## config.mk

```make
export PLATFORM = sky130hd
export DESIGN_NAME = adcsq_top
export DESIGN_NICKNAME = d
export VERILOG_FILES = /design/src/adcsq_pkg.sv /design/src/adcsq_top.sv
export SDC_FILE = /design/constraint.sdc
export NUM_CORES = 1
export LEC_CHECK = 0
export BUFFER_PORTS_ARGS = -buffer_cell sky130_fd_sc_hd__buf_2
export CAP_MARGIN = 20
export CELL_PAD_IN_SITES_DETAIL_PLACEMENT = 1
export CELL_PAD_IN_SITES_GLOBAL_PLACEMENT = 1
export CORE_MARGIN = 4
export CORE_UTILIZATION = 48
export CTS_CLUSTER_SIZE = 30
export DETAILED_ROUTE_END_ITERATION = 8
export GPL_ROUTABILITY_DRIVEN = 0
export MAX_ROUTING_LAYER = met4
export PLACE_DENSITY = 0.91
export SLEW_MARGIN = 15
export SYNTH_ARGS = -nofsm -noshare
export SYNTH_HDL_FRONTEND = slang
export SYNTH_SLANG_ARGS = --single-unit
```

## constraint.sdc

```tcl
create_clock -name clk -period 7.6 [get_ports clk]
set_clock_uncertainty 0.05 [all_clocks]
set_input_delay 0.38 -clock clk [delete_from_list [all_inputs] [get_ports clk]]
set_output_delay 0.38 -clock clk [all_outputs]
set_load 0.005 [all_outputs]
```

## src/adcsq_pkg.sv

```systemverilog
// constants and types of the converter sequencer
package adcsq_pkg;
   localparam logic [7:0] ADR_EX_SW = 8'hf7;
   localparam logic [7:0] ADR_SETUP = 8'hf6;
   localparam logic [7:0] ADR_FIFO_H = 8'hf5;
   localparam logic [7:0] ADR_FIFO_L = 8'hf4;
   localparam logic [7:0] ADR_CHANN = 8'hf3;
   localparam logic [7:0] ADR_CTRL = 8'hf2;
   localparam logic [7:0] ADR_STAT = 8'hf1;
   localparam logic [7:0] ADR_CK_SE = 8'hef;
   localparam logic [7:0] ADR_DMA_CN = 8'hee;
   localparam logic [7:0] ADR_DMA_AH = 8'hed;
   localparam logic [7:0] ADR_DMA_AL = 8'hec;
   // setup register bits
   localparam int SU_DMA = 7;
   localparam int SU_IE_OV = 6;
   localparam int SU_IE_A7 = 5;
   localparam int SU_IE_ACT = 4;
   localparam int SU_CLK = 3;
   // status register bits
   localparam int ST_DMA_END = 7;
   localparam int ST_OV = 6;
   localparam int ST_A7 = 5;
   localparam int ST_ACT = 4;
   // control register bits
   localparam int CT_SAMPLE = 7;
   localparam int CT_WIDTH = 6;
   localparam logic [7:0] RST_EX_SW = 8'h00;
   localparam logic [7:0] RST_SETUP = 8'h00;
   localparam logic [7:0] RST_CHANN = 8'h00;
   localparam logic [7:0] RST_CTRL = 8'h00;
   localparam logic [6:0] RST_CK_SE = 7'h10;
   localparam logic [7:0] RST_DMA_CN = 8'h00;
   localparam logic [1:0] FIFO_FULL = 2'h2;
   localparam logic [11:0] DMA_STEP = 12'h002;
   typedef enum logic [1:0] {
      CH_MANUAL, CH_AUTO_0_1, CH_AUTO_6_4, CH_AUTO_6_7
   } adcsq_mode_t;
   typedef struct packed {
      logic [11:0] addr;
      logic [15:0] data;
   } adcsq_dma_t;
   typedef struct packed {
      logic tie_in7_high;
      logic tie_in6_low;
      logic tie_in5_high;
      logic tie_in4_low;
      logic switch_resistance_sel;
      logic resolution_sel;
      logic [1:0] level_check_delay;
   } adcsq_switch_t;
   typedef struct packed {
      logic converter_power_on;
      logic switch_power_on;
      logic level_check_power_on;
   } adcsq_power_t;
endpackage

```

## src/adcsq_top.sv

```systemverilog
// converter sequencer: sampling, result fifo, dma and sfr registers
// Summary of operation
// - channel mode: manual register, or auto pairs AIN0/1, AIN6/4, AIN6/7
// - upper four bits of fifo high byte always read zero
// - setup bit 7 enables dma and the dma completion interrupt
// - setup bits 6,5,4 enable overflow, AIN7 low and done interrupts
// - setup bit 3 reads the converter clock level
// - setup bits 2,1,0 power converter, switches and level check
// - switch bits 7..4 tie AIN7 high, AIN6 low, AIN5 high, AIN4 low
// - switch bit 3 picks low (1) or high (0) switch resistance
// - switch bit 2 picks eleven-bit (1) or ten-bit (0) results
// - two-bit AIN7 check delay: none, maximum, long, short
// - each fifo word read removes the oldest entry
// - manual mode converts exactly once per sample pulse
// - each finished conversion sets done flag and enters the fifo unless the fifo is full
// - fifo word: bits 0..10 value, bit 11 auto channel indicator
// - zero sample cycle is manual, nonzero is automatic period
// - fill count 0,1,2; empty read gives the latest result
// - done and overflow flags clear when written with one
// - dma steps address, counts words down, flags completion
`timescale 1ns/100ps
module adcsq_top
   import adcsq_pkg::*;
(
   input wire logic clk,
   input wire logic rst_n,
   input wire logic [7:0] sfr_addr,
   input wire logic sfr_wr,
   input wire logic sfr_rd,
   input wire logic [7:0] sfr_wdata,
   output logic [7:0] sfr_rdata,
   output logic [7:0] channel_select,
   output logic conv_start,
   input wire logic conv_done,
   input wire logic [10:0] conv_value,
   input wire logic in7_low_level,
   output adcsq_pkg::adcsq_switch_t switch_ctl,
   output adcsq_pkg::adcsq_power_t power_ctl,
   output logic dma_req,
   output adcsq_pkg::adcsq_dma_t dma_bus,
   input wire logic dma_ack,
   output logic irq
);
   import adcsq_pkg::*;

   logic [7:0] setup_r, ex_sw_r, chann_r, ctrl_r, dma_cn_r, stat_r;
   logic [6:0] ck_se_r, div_cnt_r;
   logic chk_clk_sel_r;
   logic [11:0] dma_addr_r;
   logic conv_clk_r, conv_rise, tick;
   logic [3:0] cyc_cnt_r;
   logic [1:0] samp_left_r;
   logic samp_prev_r, start_nxt, chan_id_r;
   logic [11:0] fifo_q [0:1];
   logic [11:0] last_r, new_word;
   logic [1:0] cnt_r;
   logic [3:0] hold_hi_r;
   logic in7_prev_r;
   logic push, pop, sw_pop, dma_pop, auto_samp;
   adcsq_mode_t mode;

   function automatic logic [7:0] chan_onehot(input adcsq_mode_t m,
      input logic id, input logic [7:0] sel);
      case (m)
         CH_AUTO_0_1: chan_onehot = id ? 8'h02 : 8'h01;
         CH_AUTO_6_4: chan_onehot = id ? 8'h10 : 8'h40;
         CH_AUTO_6_7: chan_onehot = id ? 8'h80 : 8'h40;
         default: chan_onehot = sel;
      endcase
   endfunction

   function automatic logic wr_at(input logic [7:0] a);
      wr_at = sfr_wr && (sfr_addr == a);
   endfunction

   assign mode = adcsq_mode_t'(ctrl_r[5:4]);
   assign auto_samp = ctrl_r[3:0] != 4'h0;
   // software keeps channel select one-hot; in manual mode it is passed through as is
   assign channel_select = chan_onehot(mode, chan_id_r, chann_r);

   assign power_ctl.converter_power_on = setup_r[2];
   assign power_ctl.switch_power_on = setup_r[1];
   assign power_ctl.level_check_power_on = setup_r[0];
   assign switch_ctl = adcsq_switch_t'(ex_sw_r);

   // register writes
   always_ff @(posedge clk) begin
      if (!rst_n) begin
         setup_r <= RST_SETUP;
         ex_sw_r <= RST_EX_SW;
         chann_r <= RST_CHANN;
         ck_se_r <= RST_CK_SE;
         chk_clk_sel_r <= 1'b0;
      end else begin
         if (wr_at(ADR_SETUP)) begin
            setup_r <= sfr_wdata;
         end
         if (wr_at(ADR_EX_SW)) begin
            ex_sw_r <= sfr_wdata;
         end
         if (wr_at(ADR_CHANN)) begin
            chann_r <= sfr_wdata;
         end
         if (wr_at(ADR_CK_SE)) begin
            ck_se_r <= sfr_wdata[6:0];
            chk_clk_sel_r <= sfr_wdata[7];
         end
      end
   end

   always_ff @(posedge clk) begin
      if (!rst_n) begin
         ctrl_r <= RST_CTRL;
      end else if (wr_at(ADR_CTRL)) begin
         ctrl_r <= sfr_wdata;
      end
   end

   // converter clock: half period of ck_se system clocks, zero acts as one
   assign tick = ({1'b0, div_cnt_r} + 8'h01) >=
      ((ck_se_r == 7'h00) ? 8'h01 : {1'b0, ck_se_r});
   assign conv_rise = tick && !conv_clk_r;

   always_ff @(posedge clk) begin
      if (!rst_n) begin
         div_cnt_r <= 7'h00;
         conv_clk_r <= 1'b0;
      end else if (tick) begin
         div_cnt_r <= 7'h00;
         conv_clk_r <= !conv_clk_r;
      end else begin
         div_cnt_r <= div_cnt_r + 7'h01;
      end
   end

   // sampling pulses; in manual mode only a rising sample bit starts
   always_comb begin
      if (auto_samp) begin
         start_nxt = conv_rise && (cyc_cnt_r + 4'h1 >= ctrl_r[3:0]);
      end else begin
         start_nxt = ctrl_r[CT_SAMPLE] && !samp_prev_r;
      end
   end

   always_ff @(posedge clk) begin
      if (!rst_n) begin
         cyc_cnt_r <= 4'h0;
         samp_left_r <= 2'h0;
         samp_prev_r <= 1'b0;
         conv_start <= 1'b0;
      end else begin
         samp_prev_r <= ctrl_r[CT_SAMPLE];
         conv_start <= start_nxt;
         if (!auto_samp || start_nxt) begin
            cyc_cnt_r <= 4'h0;
         end else if (conv_rise) begin
            cyc_cnt_r <= cyc_cnt_r + 4'h1;
         end
         if (start_nxt && auto_samp) begin
            samp_left_r <= ctrl_r[CT_WIDTH] ? 2'h2 : 2'h1;
         end else if (conv_rise && samp_left_r != 2'h0) begin
            samp_left_r <= samp_left_r - 2'h1;
         end
      end
   end

   // automatic channel indicator flips after each result
   always_ff @(posedge clk) begin
      if (!rst_n) begin
         chan_id_r <= 1'b0;
      end else if (mode == CH_MANUAL) begin
         chan_id_r <= 1'b0;
      end else if (conv_done) begin
         chan_id_r <= !chan_id_r;
      end
   end

   // result fifo, two words deep
   assign new_word = {(mode != CH_MANUAL) && chan_id_r, conv_value};
   assign push = conv_done;
   assign sw_pop = sfr_rd && sfr_addr == ADR_FIFO_L && cnt_r != 2'h0;
   assign dma_req = setup_r[SU_DMA] && dma_cn_r != 8'h00
      && cnt_r != 2'h0;
   assign dma_pop = dma_req && dma_ack && !sw_pop;
   assign pop = sw_pop || dma_pop;

   always_ff @(posedge clk) begin
      if (!rst_n) begin
         cnt_r <= 2'h0;
         last_r <= 12'h000;
         fifo_q[0] <= 12'h000;
         fifo_q[1] <= 12'h000;
      end else begin
         if (push) begin
            last_r <= new_word;
         end
         if (pop && push) begin
            if (cnt_r == 2'h1) begin
               fifo_q[0] <= new_word;
            end else begin
               fifo_q[0] <= fifo_q[1];
               fifo_q[1] <= new_word;
            end
         end else if (pop) begin
            fifo_q[0] <= fifo_q[1];
            cnt_r <= cnt_r - 2'h1;
         end else if (push && cnt_r != FIFO_FULL) begin
            fifo_q[cnt_r[0]] <= new_word;
            cnt_r <= cnt_r + 2'h1;
         end
      end
   end

   // dma: word address steps by two, count runs down
   assign dma_bus.addr = dma_addr_r;
   assign dma_bus.data = {4'h0, fifo_q[0]};

   always_ff @(posedge clk) begin
      if (!rst_n) begin
         dma_addr_r <= 12'h000;
         dma_cn_r <= RST_DMA_CN;
      end else begin
         if (wr_at(ADR_DMA_AH)) begin
            dma_addr_r[11:8] <= sfr_wdata[3:0];
         end else if (wr_at(ADR_DMA_AL)) begin
            dma_addr_r[7:0] <= {sfr_wdata[7:1], 1'b0};
         end else if (dma_pop) begin
            dma_addr_r <= dma_addr_r + DMA_STEP;
         end
         if (wr_at(ADR_DMA_CN)) begin
            dma_cn_r <= sfr_wdata;
         end else if (dma_pop) begin
            dma_cn_r <= dma_cn_r - 8'h01;
         end
      end
   end

   // status flags: hardware set beats a write-one clear
   always_ff @(posedge clk) begin
      if (!rst_n) begin
         stat_r <= 8'h00;
         in7_prev_r <= 1'b0;
      end else begin
         in7_prev_r <= in7_low_level;
         if (dma_pop && dma_cn_r == 8'h01) begin
            stat_r[ST_DMA_END] <= 1'b1;
         end else if (wr_at(ADR_DMA_CN) ||
               (wr_at(ADR_STAT) && sfr_wdata[ST_DMA_END])) begin
            stat_r[ST_DMA_END] <= 1'b0;
         end
         if (push && !pop && cnt_r == FIFO_FULL) begin
            stat_r[ST_OV] <= 1'b1;
         end else if (wr_at(ADR_STAT) && sfr_wdata[ST_OV]) begin
            stat_r[ST_OV] <= 1'b0;
         end
         if (setup_r[0] && in7_low_level && !in7_prev_r) begin
            stat_r[ST_A7] <= 1'b1;
         end else if (wr_at(ADR_STAT) && sfr_wdata[ST_A7]) begin
            stat_r[ST_A7] <= 1'b0;
         end
         if (push) begin
            stat_r[ST_ACT] <= 1'b1;
         end else if (wr_at(ADR_STAT) && sfr_wdata[ST_ACT]) begin
            stat_r[ST_ACT] <= 1'b0;
         end
      end
   end

   assign irq = (stat_r[ST_DMA_END] && setup_r[SU_DMA])
      || (stat_r[ST_OV] && setup_r[SU_IE_OV])
      || (stat_r[ST_A7] && setup_r[SU_IE_A7])
      || (stat_r[ST_ACT] && setup_r[SU_IE_ACT]);

   // read port, answered one cycle after the strobe
   always_ff @(posedge clk) begin
      if (!rst_n) begin
         sfr_rdata <= 8'h00;
         hold_hi_r <= 4'h0;
      end else if (sfr_rd) begin
         if (sfr_addr == ADR_FIFO_L) begin
            // empty fifo returns the latest result
            sfr_rdata <= (cnt_r == 2'h0) ? last_r[7:0] : fifo_q[0][7:0];
            hold_hi_r <= (cnt_r == 2'h0) ? last_r[11:8] : fifo_q[0][11:8];
         end else if (sfr_addr == ADR_FIFO_H) begin
            sfr_rdata <= {4'h0, hold_hi_r};
         end else if (sfr_addr == ADR_SETUP) begin
            sfr_rdata <= {setup_r[7:4], conv_clk_r, setup_r[2:0]};
         end else if (sfr_addr == ADR_EX_SW) begin
            sfr_rdata <= ex_sw_r;
         end else if (sfr_addr == ADR_CHANN) begin
            sfr_rdata <= chann_r;
         end else if (sfr_addr == ADR_CTRL) begin
            sfr_rdata <= {auto_samp ? samp_left_r != 2'h0 :
               ctrl_r[CT_SAMPLE], ctrl_r[6:0]};
         end else if (sfr_addr == ADR_STAT) begin
            sfr_rdata <= {stat_r[7:4], in7_low_level,
               (mode != CH_MANUAL) ? chan_id_r : cnt_r != 2'h0,
               cnt_r};
         end else if (sfr_addr == ADR_CK_SE) begin
            sfr_rdata <= {chk_clk_sel_r, ck_se_r};
         end else if (sfr_addr == ADR_DMA_CN) begin
            sfr_rdata <= dma_cn_r;
         end else if (sfr_addr == ADR_DMA_AH) begin
            sfr_rdata <= {4'h0, dma_addr_r[11:8]};
         end else if (sfr_addr == ADR_DMA_AL) begin
            sfr_rdata <= dma_addr_r[7:0];
         end else begin
            sfr_rdata <= 8'h00;
         end
      end
   end
endmodule

```

==> results.cfg, run 1 <==
[finish]
syn2layout_area_growth_pct = 15.13
nFillCells = 1627
nNetsFinal = 879
num_antenna_cells = 0
final_cells = 1018
drive_gt1_share_pct = 18.38

[run]
drv_cap = 0

[timing]
finalHoldViolCount = 0
finalSetupViolations = 0
finalCritPeriodShare_pct = 42.08
slew_viol_final = 0
fin_setup_tns_ns = 0
timing.fmax_mhz = 312.7
rsz0062_at_grt = false
slew_headroom_pct = 33.28
fin_crit_ns = 3.198
tightest_slew_ns = 1.001

[power_and_ir_drop]
share_seq_of_total_power_pct = 41.6
p_leak_nw = 3.127
vdd_drop_max_mv = 0.2472
combPwrFrac_pct = 8.1
switching_share_pct = 24.57
switchingPower_mw = 0.4355
clkPwrFrac_pct = 50.2
p_int_mw = 1.337
power_density_mw_per_mm2 = 222.5

[synth]
synthCells = 769
synthArstFlopShare_pct = 0
synth_top_area_share_pct = 30.66
synth_top_cells_by_count = dfxtp_1, nor2_1, mux2i_1
synth_ff_type = dfxtp_1
yosys.cell_count.top_type = dfxtp_1
ys_types = 67
synth_edf_count = 24
ys_warn_count = 0
avgSynthCellArea_sq_um = 8.999
synth_area_leaders = dfxtp_1, edfxtp_1, mux2i_1
synth_area_sq_mm = 0.006920
synth_top_area_cell = dfxtp_1
synth-seq-area-share_pct = 41.08
ys_ff_latch = 130

[setup_path]
critical_path_class = register to register
reg2regPathDepth = 10
start_kind = register
rrSetupSlack_ns = 4.40
crit_arrival_ns = 3.46
cp_max_fo = 7
critPathCaptureType = register
crit_required_ns = 7.86
r2r-end = cyc_cnt_r[1]
timing.rr.start = div_cnt_r[0]
crit_end = cyc_cnt_r[1]
startpoint = div_cnt_r[0]

[detailed_routing]
firstDrtPassIters = 6
drcViolationCount = 0
viasPerCell = 6.354
wire_per_inst_microns = 23.56
ant_nets = 0
wirelength_mm = 23.99
vias = 6468
drt_iter0_drc = 562

[floorplan]
io_pins = 92
rows = 43
die_area_sq_mm = 0.01640
initial_core_util_pct = 49.47
die_x_microns = 128.1
core_sq_mm = 0.01399
die_height_microns = 128.1

[global_route]
grt_pass1_vias = 6706
gr-total-overflow = 0
grtUsageMet3_pct = 6.667
top_usage_layer = met2
use_met1_pct = 35.09
grt_pass1_wl_mm = 37.65
grtUsageMet2_pct = 51.45
antenna_found_initial = 0
grt_max_degree = 73
grtUsageTotal_pct = 30.77

[clock_tree]
insertion_delay_ns = 0.44
clockBufferDepth = 2
path_clk_slew_ns = 0.06
cts_made_buffers = 17
cts_max_level = 4
cts.repair.resized = 0
cts_tree = built
clock-sinks = 130
cts-root-buf = clkbuf_16
postCtsSetupBuffers = 0
ctsHoldBuffers = 0

[min_path]
hold_class = primary input to register

[outcome]
outcome = finished, final reports clean

[placed_design]
hpwl_mm = 16.49
io_buffers = 86
dp.cells = 986
[cells in the final DEF, fill, tap and decap left out, drive strengths merged, types with 6 or more instances in the layout]
cell type,count
o2111ai,6
mux2,10
and2,18
nand2b,9
xnor2,12
inv,33
xor2,6
a211oi,11
nand2,60
a31oi,8
and3,11
nor3,17
buf,88
nand3,23
nor2b,6
a22oi,9
dfxtp,106
edfxtp,24
o21ai,43
clkbuf,19
a32o,14
a21oi,48
mux2i,64
nor4,7
ha,20
nor2,90
clkinv,6
[area by class of cell]
type	instances	area, sq um	share of cell area [%]
multi-input cells	556	3699	46.42
flip-flops and latches	130	2843	35.68
clock buffers	19	452.9	5.685
repair buffers	88	445.4	5.590
well taps	180	225.2	2.827
clock inverters	13	182.7	2.293
inverters	32	120.1	1.508
[stage by stage]
step,hold WS (ns),util (%),instance area [sq um],total power [mW],worst slack (ns)
detailed placement,0.4258,52.42,7332,0.8913,4.378
global route,0.1868,56.96,7968,1.823,4.058
CTS,0.1757,56.96,7968,1.778,4.401
finish,0.1810,56.96,7968,1.772,4.402
global placement,0.3966,52.42,7332,0.8814,4.588
floorplan,0.3834,-,6935,0.8373,5.115
[cells by family after synthesis]
logic type                 Yosys count  synth area share (%)
AOI/OAI and AO/OA                  176                 17.16
muxes                               77                 11.86
adders and majority gates           20                 3.616
DFF                                130                 41.08
other                                1               0.05419
buffers and inverters               87                 5.695
and+or+nand+nor                    260                 18.26
xor gates and xnor gates            18                 2.278
[worst max-delay path, stage by stage, from the launching register on]
cell,delay [ns]
dfxtp_1,0.38
ha_1,0.23
nand3_1,0.11
xnor2_1,0.22
ha_1,0.29
a211oi_1,0.34
nor4b_1,0.14
a221oi_1,0.77
a21oi_1,0.22
a22oi_1,0.24
nor2_1,0.08
[layer usage]
layer / vias to the layer above / routed length [microns]
li1: 2878 / -
met1: 3203 / 9159
met2: 306 / 12080
met3: 81 / 1735
met4: 0 / 1015
met5: - / 0
[power by group through the flow]
stage / sequential, mW / combinational, mW / clock [mW]
CTS: 0.738 / 0.143 / 0.897
detailed placement: 0.752 / 0.139 / 0
global placement: 0.750 / 0.131 / 0
global route: 0.739 / 0.156 / 0.928
floorplan: 0.747 / 0.0900 / 0
finish: 0.738 / 0.144 / 0.890
[flip-flops by register name (all words and copies together), names as in the netlist, 7 cells and up]
signal,cells
fifo_q,24
last_r,12
switch_ctl,8
ctrl_r,8
chann_r,8
setup_r,7
sfr_rdata,8
div_cnt_r,7
dma_cn_r,8
ck_se_r,7
dma_addr_r,11
[worst min-delay path by stage]
stage                        from  depth (start not counted)  slack [ns]      endpoint
floorplan            div_cnt_r[0]                          1        0.38  div_cnt_r[0]
global placement     div_cnt_r[0]                          1        0.40  div_cnt_r[0]
detailed placement   sfr_rdata[6]                          2        0.43  sfr_rdata[6]
CTS                 conv_value[9]                          3        0.18     last_r[9]
global route        conv_value[3]                          3        0.19     last_r[3]
finish              conv_value[6]                          3        0.18     last_r[6]
Power figures use the tool's default switching activity.
==> run 2: changes to the inputs <==
Settings changed: CORE_UTILIZATION 48 to 40, PLACE_DENSITY 0.91 to 0.81.
Clock period 7.6 ns to 2.63 ns, I/O delays scaled along.
==> run 2 against run 1 <==
Combinational power rose to 3.2 times the previous value. Count of clock-buffer cells in the layout grew 2. Sequential share of layout area shrank 1.8 points. Utilization down 6.8 points. Die area is 19% higher. Fmax up 25%. Worst hold slack got worse by 0.17 ns. Critical endpoint is now samp_left_r[1]. Largest power group unchanged.
==> results.cfg, run 2 (synthesized netlist as in run 1, its figures left out) <==
[finish]
nNetsFinal = 918
final_cell_area_sq_mm = 0.008413
nFillCells = 1960
layout_commonest_cell = dfxtp_1
drive_gt1_share_pct = 22.69
final_cell_mix = dfxtp_1, buf_2, nor2_1
utilization_pct = 50.20
syn2layout_area_growth_pct = 21.57
final_cells = 1098
largest_register_ff_count = 24
top_register = fifo_q
top_regs = fifo_q (24), last_r (12), dma_addr_r (11)

[timing]
fin_ws_ns = 0.07831
finalHoldViolCount = 0
finalSetupViolations = 0
fin_crit_ns = 2.552
tightest_slew_ns = 0.6220
slew_viol_final = 0
finalCritPeriodShare_pct = 97.02
timing.fmax_mhz = 391.9
slew_headroom_pct = 58.38

[detailed_routing]
drt_iter0_drc = 332
vias = 6420
firstDrtPassIters = 5
ant_nets = 0
drcViolationCount = 0
wire_per_inst_microns = 21.79
viasPerCell = 5.847
wirelength_mm = 23.92

[clock_tree]
cts_tree = built
cts_made_buffers = 17
path_clk_slew_ns = 0.06
cts-root-buf = clkbuf_16
clockBufferDepth = 2
cts_max_level = 4
insertion_delay_ns = 0.43
clock-sinks = 130

[power_and_ir_drop]
switching_share_pct = 25.43
clkPwrFrac_pct = 48.4
power_density_mw_per_mm2 = 597.5
p_int_mw = 3.748
vdd_drop_max_mv = 0.5025
combPwrFrac_pct = 9.2
share_seq_of_total_power_pct = 42.3
p_leak_nw = 3.305
switchingPower_mw = 1.278

[placed_design]
placed_area_sq_mm = 0.007575
dp.cells = 1050
dp_slack_ns = 0.003036
io_buffers = 86
hpwl_mm = 16.65

[global_route]
grtUsageTotal_pct = 25.01
gr-total-overflow = 0
grt_max_degree = 40
grt_pass1_wl_mm = 37.38
grt_pass1_vias = 6516
antenna_found_initial = 0

[setup_path]
critPathCaptureType = register
critical_path_class = register to register
cp_max_fo = 4
crit_arrival_ns = 2.85
start_kind = register
crit_required_ns = 2.93

[min_path]
hold_class = primary input to register

[run]
drv_cap = 0

[floorplan]
initial_core_util_pct = 41.29
rows = 47
die_height_microns = 139.5
die_x_microns = 139.5
die_area_sq_mm = 0.01947
io_pins = 92
core_sq_mm = 0.01676

[outcome]
outcome = finished, final reports clean
run 2: cell count changes in the layout (fill, tap and decap cells not counted), sizes merged:
cell,delta
buf,+28
bufinv,-2
clkbuf,+2
clkinv,-2
clkinvlp,+1
diode,+1
dlygate4sd3,+11
inv,+1
run 2: final cells by class:
type,count,area [sq um],area share [%]
multi-input cells,556,3785,44.99
flip-flops and latches,130,2853,33.91
repair buffers,127,778.2,9.250
clock buffers,21,471.7,5.607
well taps,220,275.3,3.272
clock inverters,11,127.6,1.517
inverters,32,120.1,1.428
diodes,1,2.502,0.02974
run 2: worst paths after layout:
check                     start             end  slack, ns  cells after the start
hold reg to reg    sfr_rdata[1]    sfr_rdata[1]       0.45                      2
setup reg to reg   div_cnt_r[1]  samp_left_r[1]       0.08                     10
setup / recovery   div_cnt_r[1]  samp_left_r[1]       0.08                     10
hold / removal    conv_value[8]       last_r[8]      0.008                      3
run 2: metal layers:
layer	global-route usage, %	wire length (microns)	vias up
li1	-	-	2944
met1	30.83	9904	3192
met2	41.17	11950	235
met3	5.214	1424	49
met4	8.210	646	0
met5	-	0	-
run 2: power groups by stage:
| stage | clock [mW] | combinational, mW | sequential (mW) |
|---|---|---|---|
| floorplan | 0 | 0.260 | 2.16 |
| global placement | 0 | 0.420 | 2.16 |
| detailed placement | 0 | 0.435 | 2.17 |
| CTS | 2.45 | 0.453 | 2.12 |
| global route | 2.56 | 0.505 | 2.13 |
| finish | 2.43 | 0.464 | 2.13 |
run 2: timing repair:
action,CTS,global route
endpoints found under the hold margin,23,0
gates cloned,0,0
setup buffers,0,4
gates resized for setup,1,23
pin swaps,0,10
endpoints found under the setup margin,1,6
hold buffers,11,0
run 2: per-stage QoR:
stage | TNS, ns | total power, mW | hold slack [ns]
floorplan | 0 | 2.419 | 0.2088
global placement | 0 | 2.583 | 0.3486
detailed placement | 0 | 2.601 | 0.3646
CTS | 0 | 5.031 | 0.0002606
global route | -0.03970 | 5.198 | 0.009390
finish | 0 | 5.026 | 0.008406
run 2: critical path, stage by stage, from the launching register on:
cell and delay, ns:
dfxtp_4 0.36, ha_4 0.16, nand3_2 0.08, xnor2_1 0.20, ha_1 0.29, a211oi_2 0.29, nor4b_2 0.09, a221o_1 0.34
buf_4 0.16, a311o_1 0.34, a21oi_1 0.12
